==> src/cmr_defs.vh <==
`ifndef CMR_DEFS_VH
`define CMR_DEFS_VH
// wishbone register byte offsets
`define CMR_REG_CTRL 8'h00
`define CMR_REG_MODE 8'h04
`define CMR_REG_STAT 8'h08
`define CMR_REG_TOOL 8'h0c
`define CMR_REG_CFG 8'h10
`define CMR_REG_SCAN 8'h14
// ctrl register fields
`define CMR_CTRL_MEM_RETAIN 15
`define CMR_CTRL_FORCE_RETAIN 14
`define CMR_CTRL_MEM_STARTUP 13
`define CMR_CTRL_FORCE_STARTUP 12
`define CMR_CTRL_PWROFF_TASK_EN 11
`define CMR_CTRL_SUPPLY_SEL_LSB 8
// supply variant encodings
`define CMR_SUPPLY_AC 2'h0
`define CMR_SUPPLY_DC1 2'h1
`define CMR_SUPPLY_DC2 2'h2
// mode encodings, one-hot
`define CMR_MODE_PROG 3'h1
`define CMR_MODE_MON 3'h2
`define CMR_MODE_RUN 3'h4
// tool operation codes
`define CMR_OP_SETUP 3'h0
`define CMR_OP_MODIFY 3'h1
`define CMR_OP_FORCE 3'h2
`define CMR_OP_VALUE 3'h3
`define CMR_OP_DOWNLOAD 3'h4
`define CMR_OP_CHECK 3'h5
`define CMR_OP_IOTABLE 3'h6
`define CMR_OP_MONITOR 3'h7
// reset values
`define CMR_CTRL_RST 16'h0000
`define CMR_SHARE_RST 8'h04
`define CMR_DELAY_RST 4'h0
// timing, in ms and derived cycles
`define CMR_CLK_MHZ 100
`define CMR_MS_US 1000
`define CMR_MS_CYCLES (`CMR_MS_US * `CMR_CLK_MHZ)
`define CMR_AC_IGNORE_MS 10
`define CMR_AC_DETECT_MS 25
`define CMR_DC_IGNORE_MS 2
`define CMR_DC1_DETECT_MS 5
`define CMR_DC2_DETECT_MS 10
`define CMR_DELAY_MAX_MS 10
`define CMR_MON_RUN_EXTRA_MS 10
`define CMR_INIT_STEPS 7
`endif

==> src/cmr_supervisor.v <==
`include "cmr_defs.vh"
// Overview of operation
// - program mode: no execution, outputs off, clear
// - run mode rejects all tool modifications
// - monitor refuses setup, download, check, iotable
// - memory retained per retain bit and startup; startup bit is latched at its reset value 0, so power-up always clears
// - forced status retained with same logic; power-up likewise always clears it
// - startup hold setting sampled once at power-on
// - ordered one-time power-up initialisation sequence
// - prog change clears unless retained; run-monitor holds
// - fatal stop clears unless retained; user stop holds
// - any stop forces output units off
// - monitor to run tolerates ten ms extra
// - power-off in run/monitor stops, outputs off
// - ac dips under ten ms ignored
// - ac dips ten to twentyfive ms indeterminate
// - ac dips over twentyfive ms stop operation
// - dc variants: two ms ignore, five/ten detect
// - peripheral share default four percent, configurable
// - parallel modes service peripherals separately, not files
// - program mode disables tasks; others enable them
// - configurable zero-to-ten ms confirmation delay
// - reset after delay or after power-off task
module cmr_supervisor #(
  parameter MS_CYCLES = `CMR_MS_CYCLES
) (
  input wire clk_i,
  input wire rst_i,
  // wishbone classic slave
  input wire wb_cyc_i,
  input wire wb_stb_i,
  input wire wb_we_i,
  input wire [7:0] wb_adr_i,
  input wire [3:0] wb_sel_i,
  input wire [31:0] wb_dat_i,
  output reg [31:0] wb_dat_o,
  output reg wb_ack_o,
  // supply comparator, asynchronous
  input wire power_low_i,
  // fault and task events from the cpu core, same clock
  input wire fatal_error_i,
  input wire user_failure_stop_i,
  input wire pwroff_task_done_i,
  input wire card_present_i,
  input wire units_match_i,
  input wire task_on_command_i,
  input wire task_off_command_i,
  // programming tool request, same clock
  input wire tool_req_i,
  input wire [2:0] tool_op_i,
  output reg tool_ack_o,
  output reg tool_ok_o,
  // controls to the cpu core
  output reg [2:0] mode_o,
  output reg prog_exec_o,
  output reg outputs_off_o,
  output reg clear_mem_o,
  output reg clear_force_o,
  output reg init_busy_o,
  output reg [6:0] init_step_o,
  output reg backup_indicator_o,
  output reg cyclic_task_ready_o,
  output reg irq_task_en_o,
  output reg pwroff_task_run_o,
  output reg cpu_reset_o,
  output reg stopped_o,
  output reg [7:0] service_share_o,
  output reg parallel_service_o,
  output reg [7:0] scan_allow_ms_o
);
  // init sequence states, one-hot
  localparam S_DETECT = 7'h01;
  localparam S_COMPARE = 7'h02;
  localparam S_MEMCLR = 7'h04;
  localparam S_FRCCLR = 7'h08;
  localparam S_BOOT = 7'h10;
  localparam S_MEMCHK = 7'h20;
  localparam S_RESTORE = 7'h40;
  localparam [2:0] MODE_PROG = `CMR_MODE_PROG;
  localparam [2:0] MODE_MON = `CMR_MODE_MON;
  localparam [2:0] MODE_RUN = `CMR_MODE_RUN;
  // timing constants sized to the registers they load
  localparam [3:0] DELAY_MAX = `CMR_DELAY_MAX_MS;
  localparam [7:0] MON_RUN_EXTRA = `CMR_MON_RUN_EXTRA_MS;
  // two-flop synchroniser for the comparator pin
  reg pl_meta_ff;
  reg pl_sync_ff;
  always @(posedge clk_i) begin
    if (rst_i) begin
      pl_meta_ff <= 1'b0;
      pl_sync_ff <= 1'b0;
    end else begin
      pl_meta_ff <= power_low_i;
      pl_sync_ff <= pl_meta_ff;
    end
  end
  // millisecond tick divider
  reg [31:0] div_ff;
  reg ms_tick_ff;
  always @(posedge clk_i) begin
    if (rst_i) begin
      div_ff <= 32'h0;
      ms_tick_ff <= 1'b0;
    end else if (div_ff == MS_CYCLES - 1) begin
      div_ff <= 32'h0;
      ms_tick_ff <= 1'b1;
    end else begin
      div_ff <= div_ff + 32'h1;
      ms_tick_ff <= 1'b0;
    end
  end
  // software registers
  reg [15:0] ctrl_ff; // retain bits, startup settings, supply variant
  reg [7:0] share_ff; // peripheral share percent, or fixed ms
  reg share_fixed_ff; // use fixed time for all services
  reg parallel_ff; // parallel processing mode selected
  reg [3:0] delay_ms_ff; // power-off confirmation delay
  reg [1:0] mode_req_ff; // 0 prog, 1 monitor, 2 run
  reg mode_req_vld_ff;
  wire [1:0] supply_sel = ctrl_ff[`CMR_CTRL_SUPPLY_SEL_LSB+1:
    `CMR_CTRL_SUPPLY_SEL_LSB];
  // startup settings latched once per power-up
  reg mem_startup_ff;
  reg force_startup_ff;
  reg [6:0] init_ff;
  wire bus_req = wb_cyc_i && wb_stb_i && !wb_ack_o;
  wire bus_wr = bus_req && wb_we_i && wb_sel_i[0];
  // register writes; reads answer next cycle with one-cycle ack
  always @(posedge clk_i) begin
    if (rst_i) begin
      ctrl_ff <= `CMR_CTRL_RST;
      share_ff <= `CMR_SHARE_RST;
      share_fixed_ff <= 1'b0;
      parallel_ff <= 1'b0;
      delay_ms_ff <= `CMR_DELAY_RST;
      mode_req_ff <= 2'h0;
      mode_req_vld_ff <= 1'b0;
      wb_ack_o <= 1'b0;
      wb_dat_o <= 32'h0;
    end else begin
      wb_ack_o <= bus_req;
      mode_req_vld_ff <= 1'b0;
      if (bus_wr) begin
        case (wb_adr_i)
          `CMR_REG_CTRL: ctrl_ff <= wb_dat_i[15:0];
          `CMR_REG_MODE: begin
            mode_req_ff <= wb_dat_i[1:0];
            mode_req_vld_ff <= 1'b1;
          end
          `CMR_REG_CFG: begin
            share_ff <= wb_dat_i[7:0];
            share_fixed_ff <= wb_dat_i[8];
            parallel_ff <= wb_dat_i[9];
            // delays above the maximum are clamped
            if (wb_dat_i[19:16] > `CMR_DELAY_MAX_MS)
              delay_ms_ff <= DELAY_MAX;
            else
              delay_ms_ff <= wb_dat_i[19:16];
          end
          default: ;
        endcase
      end
      case (wb_adr_i)
        `CMR_REG_CTRL: wb_dat_o <= {16'h0, ctrl_ff};
        `CMR_REG_MODE: wb_dat_o <= {29'h0, mode_o};
        `CMR_REG_STAT: wb_dat_o <= {20'h0, stopped_o, cpu_reset_o,
          pwroff_task_run_o, outputs_off_o, init_busy_o, init_ff};
        `CMR_REG_TOOL: wb_dat_o <= {30'h0, tool_ok_o, tool_ack_o};
        `CMR_REG_CFG: wb_dat_o <= {12'h0, delay_ms_ff, 6'h0,
          parallel_ff, share_fixed_ff, share_ff};
        `CMR_REG_SCAN: wb_dat_o <= {24'h0, scan_allow_ms_o};
        default: wb_dat_o <= 32'h0; // unmapped reads zero
      endcase
    end
  end
  // dip detection on milliseconds of low supply
  wire dip_detect;
  cmr_dip_timer #(
    .CW(6)
  ) u_dip (
    .clk_i(clk_i),
    .rst_i(rst_i),
    .ms_tick_i(ms_tick_ff),
    .low_i(pl_sync_ff),
    .supply_sel_i(supply_sel),
    .detect_o(dip_detect)
  );
  // power-off confirmation state
  reg pwr_det_ff; // detection latched until reset
  reg [3:0] conf_cnt_ff; // ms remaining in confirmation delay
  reg confirmed_ff;
  wire running = (mode_o != MODE_PROG) && !init_busy_o;
  // init sequence, latched startup settings
  always @(posedge clk_i) begin
    if (rst_i) begin
      init_ff <= S_DETECT;
      init_busy_o <= 1'b1;
      mem_startup_ff <= 1'b0;
      force_startup_ff <= 1'b0;
      backup_indicator_o <= 1'b0;
      init_step_o <= 7'h0;
    end else if (init_busy_o) begin
      init_step_o <= init_ff;
      case (init_ff)
        S_DETECT: begin
          // sampled here only, while ctrl_ff still holds its reset value, so no write ever reaches it
          mem_startup_ff <= ctrl_ff[`CMR_CTRL_MEM_STARTUP];
          force_startup_ff <= ctrl_ff[`CMR_CTRL_FORCE_STARTUP];
          init_ff <= S_COMPARE;
        end
        S_COMPARE: init_ff <= S_MEMCLR;
        S_MEMCLR: init_ff <= S_FRCCLR;
        S_FRCCLR: init_ff <= S_BOOT;
        // boot step takes one cycle whether or not a card is present
        S_BOOT: init_ff <= S_MEMCHK;
        S_MEMCHK: begin
          init_ff <= S_RESTORE;
          backup_indicator_o <= 1'b1;
        end
        S_RESTORE: begin
          init_busy_o <= 1'b0;
          backup_indicator_o <= 1'b0;
        end
        default: init_ff <= S_DETECT;
      endcase
    end else begin
      // last step shows for one cycle, then the step output idles at zero
      init_step_o <= 7'h0;
    end
  end
  // mode, retention, stop and power-off handling
  always @(posedge clk_i) begin
    if (rst_i) begin
      mode_o <= MODE_PROG;
      clear_mem_o <= 1'b0;
      clear_force_o <= 1'b0;
      stopped_o <= 1'b0;
      pwr_det_ff <= 1'b0;
      conf_cnt_ff <= 4'h0;
      confirmed_ff <= 1'b0;
      pwroff_task_run_o <= 1'b0;
      cpu_reset_o <= 1'b0;
      scan_allow_ms_o <= 8'h0;
    end else begin
      clear_mem_o <= 1'b0;
      clear_force_o <= 1'b0;
      if (init_busy_o && init_ff == S_MEMCLR)
        clear_mem_o <= !(ctrl_ff[`CMR_CTRL_MEM_RETAIN] &&
          mem_startup_ff);
      if (init_busy_o && init_ff == S_FRCCLR)
        clear_force_o <= !(ctrl_ff[`CMR_CTRL_FORCE_RETAIN] &&
          force_startup_ff);
      if (scan_allow_ms_o != 8'h0 && ms_tick_ff)
        scan_allow_ms_o <= scan_allow_ms_o - 8'h1;
      if (mode_req_vld_ff && !init_busy_o && !pwr_det_ff) begin
        case (mode_req_ff)
          2'h1: begin
            if (mode_o == MODE_PROG) begin
              clear_mem_o <= !ctrl_ff[`CMR_CTRL_MEM_RETAIN];
              clear_force_o <= !ctrl_ff[`CMR_CTRL_FORCE_RETAIN];
            end
            mode_o <= MODE_MON;
            stopped_o <= 1'b0;
          end
          2'h2: begin
            if (mode_o == MODE_PROG) begin
              clear_mem_o <= !ctrl_ff[`CMR_CTRL_MEM_RETAIN];
              clear_force_o <= !ctrl_ff[`CMR_CTRL_FORCE_RETAIN];
            end
            // scan supervision grants extra time for this switch
            if (mode_o == MODE_MON)
              scan_allow_ms_o <= MON_RUN_EXTRA;
            mode_o <= MODE_RUN;
            stopped_o <= 1'b0;
          end
          default: begin
            if (mode_o != MODE_PROG) begin
              clear_mem_o <= !ctrl_ff[`CMR_CTRL_MEM_RETAIN];
              clear_force_o <= !ctrl_ff[`CMR_CTRL_FORCE_RETAIN];
            end
            mode_o <= MODE_PROG;
          end
        endcase
      end else if (running && !stopped_o && user_failure_stop_i) begin
        stopped_o <= 1'b1; // memory held
      end else if (running && !stopped_o && fatal_error_i) begin
        stopped_o <= 1'b1;
        clear_mem_o <= !ctrl_ff[`CMR_CTRL_MEM_RETAIN];
      end
      // power-off detection only acts while running
      if (running && dip_detect && !pwr_det_ff) begin
        pwr_det_ff <= 1'b1;
        conf_cnt_ff <= delay_ms_ff;
        stopped_o <= 1'b1;
      end else if (pwr_det_ff && !confirmed_ff) begin
        if (conf_cnt_ff == 4'h0)
          confirmed_ff <= 1'b1;
        else if (ms_tick_ff)
          conf_cnt_ff <= conf_cnt_ff - 4'h1;
      end
      if (confirmed_ff && !cpu_reset_o) begin
        if (!ctrl_ff[`CMR_CTRL_PWROFF_TASK_EN])
          cpu_reset_o <= 1'b1;
        else if (pwroff_task_done_i) begin
          pwroff_task_run_o <= 1'b0;
          cpu_reset_o <= 1'b1;
        end else
          pwroff_task_run_o <= 1'b1;
      end
    end
  end
  // derived outputs and peripheral servicing
  always @(posedge clk_i) begin
    if (rst_i) begin
      prog_exec_o <= 1'b0;
      outputs_off_o <= 1'b1;
      cyclic_task_ready_o <= 1'b0;
      irq_task_en_o <= 1'b0;
      service_share_o <= `CMR_SHARE_RST;
      parallel_service_o <= 1'b0;
    end else begin
      prog_exec_o <= running && !stopped_o;
      // any stop or power-off forces output units off
      outputs_off_o <= !running || stopped_o || pwr_det_ff;
      irq_task_en_o <= running && !stopped_o;
      if (!running || stopped_o)
        cyclic_task_ready_o <= 1'b0;
      else if (task_on_command_i)
        cyclic_task_ready_o <= 1'b1;
      else if (task_off_command_i)
        cyclic_task_ready_o <= 1'b0;
      service_share_o <= share_ff;
      parallel_service_o <= parallel_ff;
    end
  end
  // tool permission gate, answered one cycle after the request
  always @(posedge clk_i) begin
    if (rst_i) begin
      tool_ack_o <= 1'b0;
      tool_ok_o <= 1'b0;
    end else begin
      tool_ack_o <= tool_req_i;
      if (!tool_req_i)
        tool_ok_o <= 1'b0;
      else if (tool_op_i == `CMR_OP_MONITOR || mode_o == MODE_PROG)
        tool_ok_o <= 1'b1;
      else if (mode_o == MODE_MON)
        tool_ok_o <= tool_op_i == `CMR_OP_MODIFY ||
          tool_op_i == `CMR_OP_FORCE ||
          tool_op_i == `CMR_OP_VALUE;
      else
        tool_ok_o <= 1'b0;
    end
  end
endmodule

==> src/cmr_dip_timer.v <==
`include "cmr_defs.vh"
// counts whole milliseconds of a low supply; reports detection once the
// count passes the detect limit for the selected supply variant
module cmr_dip_timer #(
  parameter CW = 6
) (
  input wire clk_i,
  input wire rst_i,
  input wire ms_tick_i,
  input wire low_i,
  input wire [1:0] supply_sel_i,
  output reg detect_o
);
  reg [CW-1:0] cnt_ff; // ms spent below threshold
  reg [CW-1:0] lim;
  // limits sized to the counter so no bits are dropped silently
  localparam [CW-1:0] LIM_AC = `CMR_AC_DETECT_MS;
  localparam [CW-1:0] LIM_DC1 = `CMR_DC1_DETECT_MS;
  localparam [CW-1:0] LIM_DC2 = `CMR_DC2_DETECT_MS;
  // detection limit per variant; the indeterminate band lies below it
  always @* begin
    case (supply_sel_i)
      `CMR_SUPPLY_DC1: lim = LIM_DC1;
      `CMR_SUPPLY_DC2: lim = LIM_DC2;
      default: lim = LIM_AC;
    endcase
  end
  // recovery clears the count, so short dips never reach the limit
  always @(posedge clk_i) begin
    if (rst_i || !low_i) begin
      cnt_ff <= {CW{1'b0}};
      detect_o <= 1'b0;
    end else if (ms_tick_i) begin
      if (cnt_ff != {CW{1'b1}})
        cnt_ff <= cnt_ff + 1'b1;
      if (cnt_ff >= lim)
        detect_o <= 1'b1;
    end
  end
endmodule

==> config.mk <==
export PLATFORM = sky130hd
export DESIGN_NAME = cmr_supervisor
export DESIGN_NICKNAME = d
export VERILOG_FILES = /design/src/cmr_supervisor.v /design/src/cmr_dip_timer.v
export VERILOG_INCLUDE_DIRS = /design/src
export SDC_FILE = /design/constraint.sdc
export NUM_CORES = 1
export LEC_CHECK = 0
export BUFFER_PORTS_ARGS = -buffer_cell sky130_fd_sc_hd__buf_2
export CORE_UTILIZATION = 40
export CTS_CLUSTER_DIAMETER = 200
export DETAILED_ROUTE_END_ITERATION = 16
export PLACE_DENSITY = 0.65
export SLEW_MARGIN = 20
export SYNTH_ARGS = -nofsm -noshare
export SYNTH_HDL_FRONTEND = slang
export SYNTH_SLANG_ARGS = --single-unit
==> constraint.sdc <==
create_clock -name clk_i -period 6.96 [get_ports clk_i]
set_input_delay 1.74 -clock clk_i [delete_from_list [all_inputs] [get_ports clk_i]]
set_output_delay 1.74 -clock clk_i [all_outputs]
set_load 0.005 [all_outputs]
### Yosys cells after proc, flatten, opt, wreduce, memory -nomap -nowiden

Cells that the tools add are included.

| operators by class | value |
|---|---|
| reductions and logical operators | 64 |
| muxes and demuxes | 42 |
| equal/unequal tests | 28 |
| add/sub/neg operators | 4 |
| bitwise gates (word level) | 5 |
| magnitude comparators | 2 |

Operator list:

| kind | count |
|---|---|
| one-hot mux 20 bit (6 select lines) | 1 |
| one-hot mux 7 bit (7 select lines) | 1 |
| adder 32 x 1 -> 32 bit, second input constant | 1 |
| equality test 32 x 17 -> 1 bit, second input constant | 1 |
| 2-to-1 mux 8 bit | 4 |
| 2-to-1 mux 1 bit | 28 |
| AND reduction 2 bit | 11 |
| 2-to-1 mux 4 bit | 5 |
| logical AND 1 bit | 19 |
| equality test 8 x 4 -> 1 bit, second input constant | 2 |
| equality test 8 x 5 -> 1 bit, second input constant | 2 |
| zero test 1 bit | 12 |
| OR reduction 2 bit | 6 |
| one-hot mux 5 bit (2 select lines) | 1 |
| equality test 3 x 2 -> 1 bit, second input constant | 3 |
| equality test 8 x 3 -> 1 bit, second input constant | 1 |
| zero test 8 bit | 1 |
| nonzero test 2 bit | 4 |
| nonzero test 8 bit | 1 |
| subtractor 8 x 1 -> 8 bit, second input constant | 1 |
| equality test 7 x 1 -> 1 bit, second input constant | 1 |
| equality test 7 x 2 -> 1 bit, second input constant | 1 |
| equality test 7 x 3 -> 1 bit, second input constant | 1 |
| equality test 7 x 4 -> 1 bit, second input constant | 1 |
| other kinds (22) | 36 |

| storage, ports and cells | value |
|---|---|
| flip-flop bits (word level) | 162 |
| logic and storage cells | 183 |

### Logic depth before layout (Yosys ltp)

Gate-level depths: netlist of run 1.

| depth | value |
|---|---|
| depth in word-level cells | 8 |
| gate-level depth with buffers | 9 |

### By module

From an unflattened synthesis of run 1, not the netlist that was laid out.

| second synthesis, totals | value |
|---|---|
| cells, all modules | 771 |
| area total of the unflattened synthesis | 6,754.0 um2 |

By module, submodules not included:

| module | area an instance (um2) | instances | cells each |
|---|---|---|---|
| cmr_supervisor | 6,287.3 | 1 | 720 |
| cmr_dip_timer | 466.7 | 1 | 51 |

### Least setup slack after synthesis of run 1

Ideal clock, no wire load.

| timing path | value |
|---|---|
| kind | input to register |
| from | input port wb_adr_i[1] |
| to | register parallel_ff |
| setup time | 128 ps |
| arrival | 3,292 ps |
| required time | 6,832 ps |
| stages | 7 |
| path slack | 3,540 ps |
| path through | or4_1 -> buf_2 -> nor4b_4 -> nand2_4 -> buf_6 -> mux2i_1 -> nor2_1 |

| on the way | value |
|---|---|
| cells in the longest elaborated chain, start to end | 2 |

Ends and longest elaborated chain:

| what | RTL line | RTL |
|---|---|---|
| start, declared | cmr_supervisor.v:33 | `input wire [7:0] wb_adr_i,` |
| equality test 8 x 5 -> 1 bit | cmr_supervisor.v:144 | `case (wb_adr_i)` |
| AND reduction 2 bit (no line) | - |  |
| end signal, assigned | cmr_supervisor.v:153 | `parallel_ff <= wb_dat_i[9];` |
| end, declared | cmr_supervisor.v:116 | `reg parallel_ff;` |

Every way passes these cells.
A chain may end at the register's enable or synchronous reset.

### Final worst setup path of run 1

| timing path | value |
|---|---|
| from | input port wb_adr_i[1] |
| to | register delay_ms_ff[1] |

| on the way | value |
|---|---|
| cells in the longest elaborated chain, start to end | 2 |

Ends and longest elaborated chain:

| what | RTL line | RTL |
|---|---|---|
| equality test 8 x 5 -> 1 bit | cmr_supervisor.v:144 |  |
| AND reduction 2 bit (no line) | - |  |
| end signal, assigned | cmr_supervisor.v:135 | `` delay_ms_ff <= `CMR_DELAY_RST; `` |
| end signal, assigned | cmr_supervisor.v:158 | `delay_ms_ff <= wb_dat_i[19:16];` |
| end, declared | cmr_supervisor.v:117 | `reg [3:0] delay_ms_ff;` |

Every way passes these cells.

==> results of run 1 <==
==> synthesized netlist by cell type (7+ instances only) <==
cell	n	area [sq um]
nor3_1	24	120.1
ha_1	15	187.7
xor2_1	16	140.1
clkbuf_1	26	97.59
a211oi_1	7	52.55
nor2_1	101	379.1
o21ai_0	9	45.04
nand3_1	34	170.2
a21oi_1	39	195.2
inv_1	19	71.32
and2_1	10	62.56
nor4_1	11	68.82
nand2_1	67	251.5
mux2i_1	18	180.2
dfxtp_1	150	3003
buf_4	13	97.59
a22oi_1	12	90.09
nand4_1	12	75.07
nor2b_1	22	137.6
nor3b_1	9	67.56
xnor2_1	28	245.2
==> state kept, by name, summed over array words and instances, names as in the netlist, 2 cells and up <==
signal           count
init_step_o          7
wb_dat_o            20
u_dip.cnt_ff         6
ctrl_ff             16
scan_allow_ms_o      8
service_share_o      8
share_ff             8
delay_ms_ff          4
mode_req_ff          2
init_ff              7
conf_cnt_ff          4
div_ff              32
mode_o               3
==> stage by stage <==
| stage | hold WS [ns] | worst slack [ns] | std cells | utilization | power, mW |
|---|---|---|---|---|---|
| floorplan | 0.4138 | 3.540 | 744 | - | 0.9425 |
| global placement | 0.4230 | 2.996 | 1017 | 0.4460 | 0.9660 |
| detailed placement | 0.4333 | 2.984 | 1017 | 0.4460 | 0.9665 |
| CTS | 0.4483 | 3.432 | 1049 | 0.4809 | 1.820 |
| global route | 0.4690 | 3.277 | 1049 | 0.4809 | 1.867 |
| finish | 0.4411 | 3.397 | 1050 | 0.4811 | 1.803 |
==> logic make-up (layout without fill, tap and decap cells) <==
family | count (synthesis) | after routing | synth area share
compound gates | 98 | 98 | 0.09748
flops | 150 | 150 | 0.4651
other cells | 1 | 13 | 0.0005808
simple gates | 331 | 331 | 0.2603
mux | 23 | 23 | 0.03663
buf+inv | 71 | 160 | 0.05116
fa+ha+maj | 15 | 15 | 0.02907
xor+xnor | 44 | 44 | 0.05969
==> power by group through the flow <==
stage / sequential, mW / combinational [mW] / clock [mW]
after floorplan: 0.889 / 0.0534 / 0
after global placement: 0.893 / 0.0729 / 0
after detailed placement: 0.893 / 0.0732 / 0
after CTS: 0.874 / 0.0736 / 0.873
after global routing: 0.875 / 0.0814 / 0.911
final: 0.874 / 0.0732 / 0.855
==> worst min-delay path by stage <==
| stage | start | endpoint | slack [ns] | depth (start not counted) |
|---|---|---|---|---|
| global placement | pl_meta_ff$_SDFF_PP0_ | pl_sync_ff$_SDFF_PP0_ | 0.42 | 1 |
| floorplan | pl_meta_ff$_SDFF_PP0_ | pl_sync_ff$_SDFF_PP0_ | 0.41 | 1 |
| detailed placement | pl_meta_ff$_SDFF_PP0_ | pl_sync_ff$_SDFF_PP0_ | 0.43 | 1 |
| global route | pl_meta_ff$_SDFF_PP0_ | pl_sync_ff$_SDFF_PP0_ | 0.47 | 1 |
| CTS | pl_meta_ff$_SDFF_PP0_ | pl_sync_ff$_SDFF_PP0_ | 0.45 | 1 |
| finish | pl_meta_ff$_SDFF_PP0_ | pl_sync_ff$_SDFF_PP0_ | 0.44 | 1 |
==> worst max-delay path, delay by kind of cell <==
kind                   cells  cell delay, ns
buffers and inverters      1            0.09
AOI/OAI and AO/OA          2            0.37
and+or+nand+nor            3            1.62
==> layout make-up <==
cell class                      instances  area (sq um)  share of cell area
Antenna cell                            1         2.502           0.0003286
Tap cell                              216         270.3             0.03549
Clock inverter                         12         106.4             0.01397
Clock buffer                           20         446.7             0.05866
Timing Repair Buffer                  107         543.0             0.07131
Sequential cell                       150          3003              0.3943
Multi-Input combinational cell        523          3164              0.4155
Inverter                               21         78.83             0.01035
==> routing by layer <==
| layer | GRT usage | part of all wire |
|---|---|---|
| met4 | 0.08858 | 0.026 |
| met5 | 0 | 0.00087 |
| met1 | 0.2388 | 0.47 |
| met2 | 0.2960 | 0.45 |
| met3 | 0.04583 | 0.048 |
==> results by group, run 1 <==
Power
  • Register share of total power: 0.485
  • Sw frac: 0.2272
  • Maximum vdd drop: 163.5 uV
  • Leak pwr: 3.000 nW
  • Cell area power density: 236.7 nW/um^2
  • Switch Pwr: 409.6 uW
  • Internal Pwr Total: 1.393 mW
  • Clock share of power: 0.474
  • Combinational share of power: 0.041

Global routing
  • First-pass GRT wire length: 23890 microns
  • Initial antenna violation count: 2
  • Gr usage total: 0.1866
  • Vias in the first global route: 4748
  • Largest net degree at the start of global routing: 78
  • Grt ovf: 0

CTS
  • Post-CTS resize count: 0
  • Num Clock Sinks: 150
  • CTS Buf Count: 17
  • H-tree depth reported by CTS: 4
  • Clk Latency, worst-skew pair: 0.42 ns
  • Root Buffer Master: clkbuf_16
  • Post-cts hold buffer count: 0
  • Post-CTS setup buffer count: 0
  • CTS clk-pin slew, worst paths: 0.06 ns
  • TritonCTS clock tree: built
  • Deepest clock path buffer count: 2

Run
  • Max-cap violations: 0

Worst setup path
  • Crit path required time: 7.23 ns
  • CP startpoint: wb_adr_i[1]
  • Max FO, Critical Path: 15
  • Crit start category: input pin
  • Cells on worst reg2reg path: 6
  • Slowest Stage Delay on Critical Path: 0.67 ns
  • Slowest library cell on the worst path: or4_1
  • Setup CP Type: in -> reg
  • RR Endpoint: div_ff[13]$_SDFF_PP0_
  • Endpoint class of the critical path: flip-flop
  • FF-to-FF setup slack: 4.73 ns
  • CP Cell Sequence: buf_2, or4_1, nor4b_4, nand2_4, a211oi_1, a211oi_2
  • CP arrival: 3.84 ns
  • Critical Path Sink: delay_ms_ff[1]$_SDFFE_PP0P_
  • Worst r2r src: div_ff[0]$_SDFF_PP0_

Placement
  • DP Wirelength: 10500 microns
  • Port bufs: 104
  • Placed Area: 7059 sq um
  • Gpl congestion: 0.8125

Logic synthesis
  • #FFs+latches synth: 150
  • Synthesized area: 6456 sq um
  • Most used flip-flop cell after synthesis: dfxtp_1
  • Syn. warnings: 0
  • Avg Cell Area, Syn: 8.808 sq um
  • Number of flops mapped to enable cells by yosys: 0
  • Synth unique cells: 61
  • Asr flop ratio synth: 0
  • Sequential share of the synthesized area: 0.4651
  • Post-synthesis instance total: 733

Min path
  • Worst min-delay path class: reg -> reg

Timing
  • Fin crit share: 0.5120
  • Rel. slew slack: 0.4616
  • Clock Skews: 0.008454 ns
  • Slew Viols, Final: 0
  • Final setup fails: 0
  • Min Clock Period, post-route: 3.563 ns
  • Fin. Hold Viols: 0
  • Fmax: 280.6 MHz
  • Least-Margin Pin Slew: 0.8076 ns
  • RSZ-0062 raised after global routing: no
  • Setup TNS: 0 ns

Status
  • Outcome: finished, final reports clean

Die
  • Row count: 46
  • Core ar.: 15830 sq um
  • Initial Util: 0.4079
  • Chip height: 129.0 microns
  • Die area: 16650 sq um
  • Ports: 134
  • Die Width: 129.0 microns

Routing
  • # DRC: 0
  • Vias/cell: 5.061
  • DR pass1 iterations: 4
  • Routed WL: 14930 microns
  • Iter 0 DRT Violations: 327
  • DR WL/cell: 14.22 microns
  • Routed vias: 5314
  • Final ANT Viol Nets: 0

Layout
  • Share of cells above drive strength 1: 0.1801
  • Filler cell count: 1550
  • Commonest non-fill, non-tap cell in the layout: dfxtp_1
  • Final Cell Area: 7615 sq um
  • Most frequent cells in the layout: 150 x dfxtp_1, 104 x buf_2, 101 x nor2_1, 67 x nand2_1, 39 x a21oi_1
  • Area grow syn2layout: 17.95%
  • Layout net count: 896
Power figures use the tool's default switching activity.
==> inputs of run 2 (changes only) <==
--- a/config.mk
+++ b/config.mk
@@ -10,7 +10,7 @@
 export CORE_UTILIZATION = 40
 export CTS_CLUSTER_DIAMETER = 200
 export DETAILED_ROUTE_END_ITERATION = 16
-export PLACE_DENSITY = 0.65
+export PLACE_DENSITY = 0.68
 export SLEW_MARGIN = 20
 export SYNTH_ARGS = -nofsm -noshare
 export SYNTH_HDL_FRONTEND = slang
==> constraint.sdc (replaced) <==
create_clock -name clk_i -period 3.2 [get_ports clk_i]
set_input_delay 0.8 -clock clk_i [delete_from_list [all_inputs] [get_ports clk_i]]
set_output_delay 0.8 -clock clk_i [all_outputs]
set_load 0.005 [all_outputs]
==> results by group, run 2 (synthesis gave the netlist of run 1 again) <==
Placement
  • Gpl congestion: 0.8487
  • DP Wirelength: 10600 microns
  • Port bufs: 104

Die
  • Die area: 16650 sq um
  • Core ar.: 15830 sq um
  • Ports: 134
  • Row count: 46
  • Chip height: 129.0 microns
  • Initial Util: 0.4079
  • Die Width: 129.0 microns

Routing
  • Routed vias: 5330
  • DR pass1 iterations: 10
  • Final ANT Viol Nets: 0
  • # DRC: 1
  • Routed WL: 15030 microns
  • DR WL/cell: 14.26 microns
  • Iter 0 DRT Violations: 387
  • Vias/cell: 5.057

Worst setup path
  • Slowest library cell on the worst path: or4_1
  • CP arrival: 2.67 ns
  • Slowest Stage Delay on Critical Path: 0.66 ns
  • Max FO, Critical Path: 12
  • Setup CP Type: in -> reg
  • Crit start category: input pin
  • Crit path required time: 3.54 ns
  • Endpoint class of the critical path: flip-flop
  • CP Cell Sequence: buf_2, or4_1, nor2_1, nand2_1, nor3_1

Power
  • Maximum vdd drop: 324.3 uV
  • Cell area power density: 520.1 nW/um^2
  • Leak pwr: 3.036 nW

CTS
  • Post-CTS resize count: 0
  • Num Clock Sinks: 150
  • H-tree depth reported by CTS: 4
  • Post-CTS setup buffer count: 0
  • CTS clk-pin slew, worst paths: 0.06 ns
  • Deepest clock path buffer count: 2
  • TritonCTS clock tree: built
  • CTS Buf Count: 17
  • Clk Latency, worst-skew pair: 0.43 ns
  • Root Buffer Master: clkbuf_16
  • Post-cts hold buffer count: 0

Timing
  • RSZ-0062 raised after global routing: no
  • Fmax: 429.2 MHz
  • Slew Viols, Final: 0
  • Setup TNS: 0 ns
  • Least-Margin Pin Slew: 0.7205 ns
  • Rel. slew slack: 0.5152
  • Fin crit share: 0.7281
  • Fin. Hold Viols: 0
  • Clock Skews: 0.008321 ns
  • Min Clock Period, post-route: 2.330 ns
  • Final setup fails: 0

Layout
  • Sequential Area: 3003 sq um
  • Antenna diodes: 0
  • Final core utilization: 0.4842
  • Area grow syn2layout: 18.70%
  • Largest reg by FF count: div_ff
  • Share of cells above drive strength 1: 0.1826
  • Layout net count: 901
  • Top flop regs: div_ff (32), wb_dat_o (20), ctrl_ff (16)
  • Max reg flops: 32
  • Commonest non-fill, non-tap cell in the layout: dfxtp_1
  • Filler cell count: 1500
  • Multi-input logic area: 3164 sq um
  • Most frequent cells in the layout: 150 x dfxtp_1, 104 x buf_2, 101 x nor2_1, 67 x nand2_1, 39 x a21oi_1

Status
  • Outcome: finished with violations
  • Failing checks: DRC

Global routing
  • First-pass GRT wire length: 24360 microns
  • Grt ovf: 0
  • Initial antenna violation count: 1
  • Gr usage total: 0.1894
  • Vias in the first global route: 4938
  • Largest net degree at the start of global routing: 36

Min path
  • Worst min-delay path class: reg -> reg

Run
  • Max-cap violations: 0
-- run 2: changes by cell type in the layout (fill, tap and decap cells not counted), sizes merged --
| cell | change |
|---|---|
| inv | +1 |
| diode | -1 |
| bufinv | +1 |
| buf | +5 |
| clkinvlp | -2 |
-- run 2: critical path, delay by kind of cell --
kind	cells	cell delay, ns
simple gates	4	1.77
buf+inv	1	0.09
-- run 2: report_power, final --
part	switching [mW]	leakage [nW]	internal [mW]	total [mW]
logic	0.0996	1.55	0.0631	0.163
clock network	0.774	0.274	1.15	1.92
registers	0.0181	1.21	1.88	1.90
total	0.892	3.04	3.09	3.99
-- run 2: layout make-up --
class	instances	share of cell area
repair buffers	112	0.07576
well taps	216	0.03527
flip-flops and latches	150	0.3918
clock inverters	12	0.01698
inverters	21	0.01029
clock buffers	20	0.05698
multi-input cells	523	0.4129
-- run 2: final timing paths --
check,startpoint,to,slack [ns],cells past startpoint
max reg2reg,div_ff[0]$_SDFF_PP0_,div_ff[19]$_SDFF_PP0_,1.09,7
max,wb_adr_i[1],wb_dat_o[9]$_SDFF_PP0_,0.87,5
min reg2reg,pl_meta_ff$_SDFF_PP0_,pl_sync_ff$_SDFF_PP0_,0.45,1
min,pl_meta_ff$_SDFF_PP0_,pl_sync_ff$_SDFF_PP0_,0.45,1
-- run 2: metrics by stage --
step	cells	area (sq um)	hold slack, ns	power, mW	worst slack [ns]
after floorplan	744	6497	0.4138	2.050	0.7200
after global placement	1022	7097	0.4309	2.105	0.4588
after detailed placement	1022	7097	0.4322	2.106	0.4676
after CTS	1054	7664	0.4466	4.013	0.8974
after global routing	1054	7664	0.4638	4.117	0.7346
final	1054	7664	0.4463	3.986	0.8700
-- run 2: per-layer routing --
metal  routed length (microns)  share of wire  global-route usage  vias up
met5                        13        0.00087                   0        -
met4                       466          0.031             0.09619        2
met3                       916          0.061             0.04996       31
met2                      6751           0.45              0.2995      161
met1                      6879           0.46              0.2386     2439
li1                          -              -                   -     2697
==> inputs of run 3 (changes only) <==
--- a/config.mk
+++ b/config.mk
@@ -6,11 +6,12 @@
 export SDC_FILE = /design/constraint.sdc
 export NUM_CORES = 1
 export LEC_CHECK = 0
+export ABC_AREA = 1
 export BUFFER_PORTS_ARGS = -buffer_cell sky130_fd_sc_hd__buf_2
 export CORE_UTILIZATION = 40
 export CTS_CLUSTER_DIAMETER = 200
 export DETAILED_ROUTE_END_ITERATION = 16
-export PLACE_DENSITY = 0.68
+export PLACE_DENSITY = 0.65
 export SLEW_MARGIN = 20
 export SYNTH_ARGS = -nofsm -noshare
 export SYNTH_HDL_FRONTEND = slang
==> constraint.sdc (replaced) <==
create_clock -name clk_i -period 2.17 [get_ports clk_i]
set_input_delay 0.5425 -clock clk_i [delete_from_list [all_inputs] [get_ports clk_i]]
set_output_delay 0.5425 -clock clk_i [all_outputs]
set_load 0.005 [all_outputs]
==> results by group, run 3 <==
Layout
  • Share of cells above drive strength 1: 0.1694
  • Antenna diodes: 0
  • Most frequent cells in the layout: 207 x nand2_1, 184 x nor2_1, 150 x dfxtp_1, 104 x buf_2, 103 x inv_1
  • Commonest non-fill, non-tap cell in the layout: nand2_1
  • Finished Layout Cells: 1324
  • Top flop regs: div_ff (32), wb_dat_o (20), ctrl_ff (16)
  • Filler cell count: 1723
  • Sequential Area: 3003 sq um
  • Area grow syn2layout: 19.34%
  • Largest reg by FF count: div_ff
  • Layout net count: 1167
  • Max reg flops: 32
  • Multi-input logic area: 3364 sq um

Power
  • Clock share of power: 0.513
  • Internal Pwr Total: 4.944 mW
  • Maximum vdd drop: 594.4 uV
  • Leak pwr: 3.540 nW
  • Sw frac: 0.2103
  • Register share of total power: 0.447
  • Cell area power density: 754.9 nW/um^2
  • Switch Pwr: 1.317 mW
  • Combinational share of power: 0.040

Logic synthesis
  • Synth area leaders: dfxtp_1 43%, nand2_1 11%, nor2_1 9.9%
  • Synth unique cells: 39
  • Synthesized area: 6949 sq um
  • Most instantiated cells after synthesis: 207 x nand2_1, 184 x nor2_1, 150 x dfxtp_1
  • Sequential share of the synthesized area: 0.4321
  • Number of flops mapped to enable cells by yosys: 0
  • Asr flop ratio synth: 0
  • Yosys top cell area share: 0.4321
  • Most used flip-flop cell after synthesis: dfxtp_1
  • #FFs+latches synth: 150
  • Cell with the most instances after synthesis: nand2_1
  • Post-synthesis instance total: 982
  • Avg Cell Area, Syn: 7.077 sq um
  • Syn. warnings: 0
  • Yosys top cell by area: dfxtp_1

Timing
  • Final setup fails: 0
  • Setup TNS: 0 ns
  • Fmax: 615.3 MHz
  • Fin crit share: 0.7490
  • Clock Skews: 0.01375 ns
  • PnR worst setup slack: 0.5447 ns
  • Fin. Hold Viols: 0
  • RSZ-0062 raised after global routing: no
  • Slew Viols, Final: 0
  • Min Clock Period, post-route: 1.625 ns

CTS
  • Post-CTS setup buffer count: 0
  • CTS Buf Count: 17
  • Root Buffer Master: clkbuf_16
  • Deepest clock path buffer count: 2
  • CTS clk-pin slew, worst paths: 0.06 ns
  • Post-CTS resize count: 0
  • Post-cts hold buffer count: 0
  • Num Clock Sinks: 150
  • H-tree depth reported by CTS: 4
  • Clk Latency, worst-skew pair: 0.43 ns
  • TritonCTS clock tree: built

Worst setup path
  • Setup CP Type: reg -> reg
  • Endpoint class of the critical path: flip-flop
  • Cells on worst reg2reg path: 7
  • CP Cell Sequence: inv_1, nand3_1, nor2_2, nand2_2, clkinv_1, nor2_1, nor2_1
  • RR Endpoint: ctrl_ff[6]$_SDFFE_PP0P_
  • Max FO, Critical Path: 24
  • Buf/Inv on CP: 2
  • Crit start category: flip-flop
  • FF-to-FF setup slack: 0.54 ns
  • Slowest Stage Delay on Critical Path: 0.36 ns
  • Slowest library cell on the worst path: clkinv_1
  • Critical path's top delay family: simple AND/OR/NAND/NOR gates
  • Crit path required time: 2.48 ns
  • Worst r2r src: wb_ack_o$_SDFF_PP0_
  • CP arrival: 1.94 ns
  • Most frequent CP cell: nor2_1

Placement
  • Port bufs: 104
  • DP Worst Slack: 0.1841 ns
  • Gpl congestion: 0.8928
  • Placed cell count: 1292
  • DP Wirelength: 13110 microns

Global routing
  • Largest net degree at the start of global routing: 42
  • Initial antenna violation count: 0
  • Grt ovf: 0
  • First-pass GRT wire length: 28660 microns
  • Gr usage total: 0.2043
  • Vias in the first global route: 5845

Routing
  • Vias/cell: 4.844
  • DR WL/cell: 13.31 microns
  • DR pass1 iterations: 6
  • Iter 0 DRT Violations: 418
  • WL met3: 904 microns
  • Final ANT Viol Nets: 0
  • Routed vias: 6414
  • Routed WL: 17630 microns
  • Top routing layer in use: met4
  • Met2 wire len: 7774 microns
  • # DRC: 0
  • Met1 Wirelength: 8679 microns

Die
  • Core ar.: 16760 sq um
  • Die Width: 133.8 microns
  • Die area: 17900 sq um
  • Chip height: 133.8 microns
  • Initial Util: 0.4146
  • Row count: 47
  • Ports: 134

Min path
  • WHS Endpoint: tool_ack_o$_SDFF_PP0_
  • HP Start: tool_req_i
  • Worst min-delay path class: in -> reg
  • Hold depth: 3

Run
  • Max-cap violations: 0

Status
  • Outcome: finished, final reports clean
run 3: logic make-up (layout without fill, tap and decap cells):
kind of cell    after synthesis  after routing  share of synthesized area
other cells                   1             12                  0.0005396
compound gates              130            130                    0.09939
fa+ha+maj                    15             15                    0.02701
flops                       150            150                     0.4321
buf+inv                     142            253                    0.08966
xor+xnor                     15             15                    0.01891
simple gates                529            529                     0.3324
run 3: worst max-delay path by stage:
stage	slack [ns]	cells after the start	endpoint	start
floorplan	0.68	7	parallel_ff$_SDFFE_PP0P_	wb_adr_i[3]
detailed placement	0.18	8	ctrl_ff[6]$_SDFFE_PP0P_	wb_adr_i[2]
global placement	0.23	8	ctrl_ff[3]$_SDFFE_PP0P_	wb_adr_i[2]
global route	0.32	10	u_dip.detect_o$_SDFFE_PP0P_	ctrl_ff[8]$_SDFFE_PP0P_
CTS	0.55	10	u_dip.detect_o$_SDFFE_PP0P_	ctrl_ff[8]$_SDFFE_PP0P_
finish	0.54	7	ctrl_ff[6]$_SDFFE_PP0P_	wb_ack_o$_SDFF_PP0_
run 3: routing by layer:
metal,track usage,up-vias
li1,-,3312
met1,0.2803,2900
met2,0.3161,178
met3,0.04422,24
met4,0.07071,0
met5,0,-
run 3: power by group through the flow:
stage | Combinational [mW] | Sequential, mW | Clock [mW]
after floorplan | 0.164 | 2.86 | 0
after global placement | 0.249 | 2.86 | 0
after detailed placement | 0.250 | 2.86 | 0
after CTS | 0.252 | 2.80 | 3.26
after global routing | 0.284 | 2.80 | 3.37
final | 0.250 | 2.80 | 3.21
run 3: area by class of cell:
cell class / count / share of cell area
Tap cell: 220 / 0.03319
Clock buffer: 24 / 0.06050
Multi-Input combinational cell: 701 / 0.4057
Sequential cell: 150 / 0.3621
Clock inverter: 8 / 0.01720
Inverter: 108 / 0.04888
Timing Repair Buffer: 113 / 0.07242
run 3: worst reg2reg max path, delay by kind of cell, from the launching register on:
family | cells | cell delay (ns)
AND/OR/NAND/NOR | 5 | 0.78
buffers and inverters | 2 | 0.40
flip-flops | 1 | 0.32
run 3: per-stage QoR:
stage	hold WS, ns	utilization	power [mW]	area (sq um)
global placement	0.4300	0.4564	3.110	7649
detailed placement	0.4291	0.4564	3.112	7649
finish	0.3209	0.4948	6.261	8293
global route	0.3312	0.4948	6.459	8293
CTS	0.3123	0.4948	6.311	8293
floorplan	0.3883	-	3.022	6990
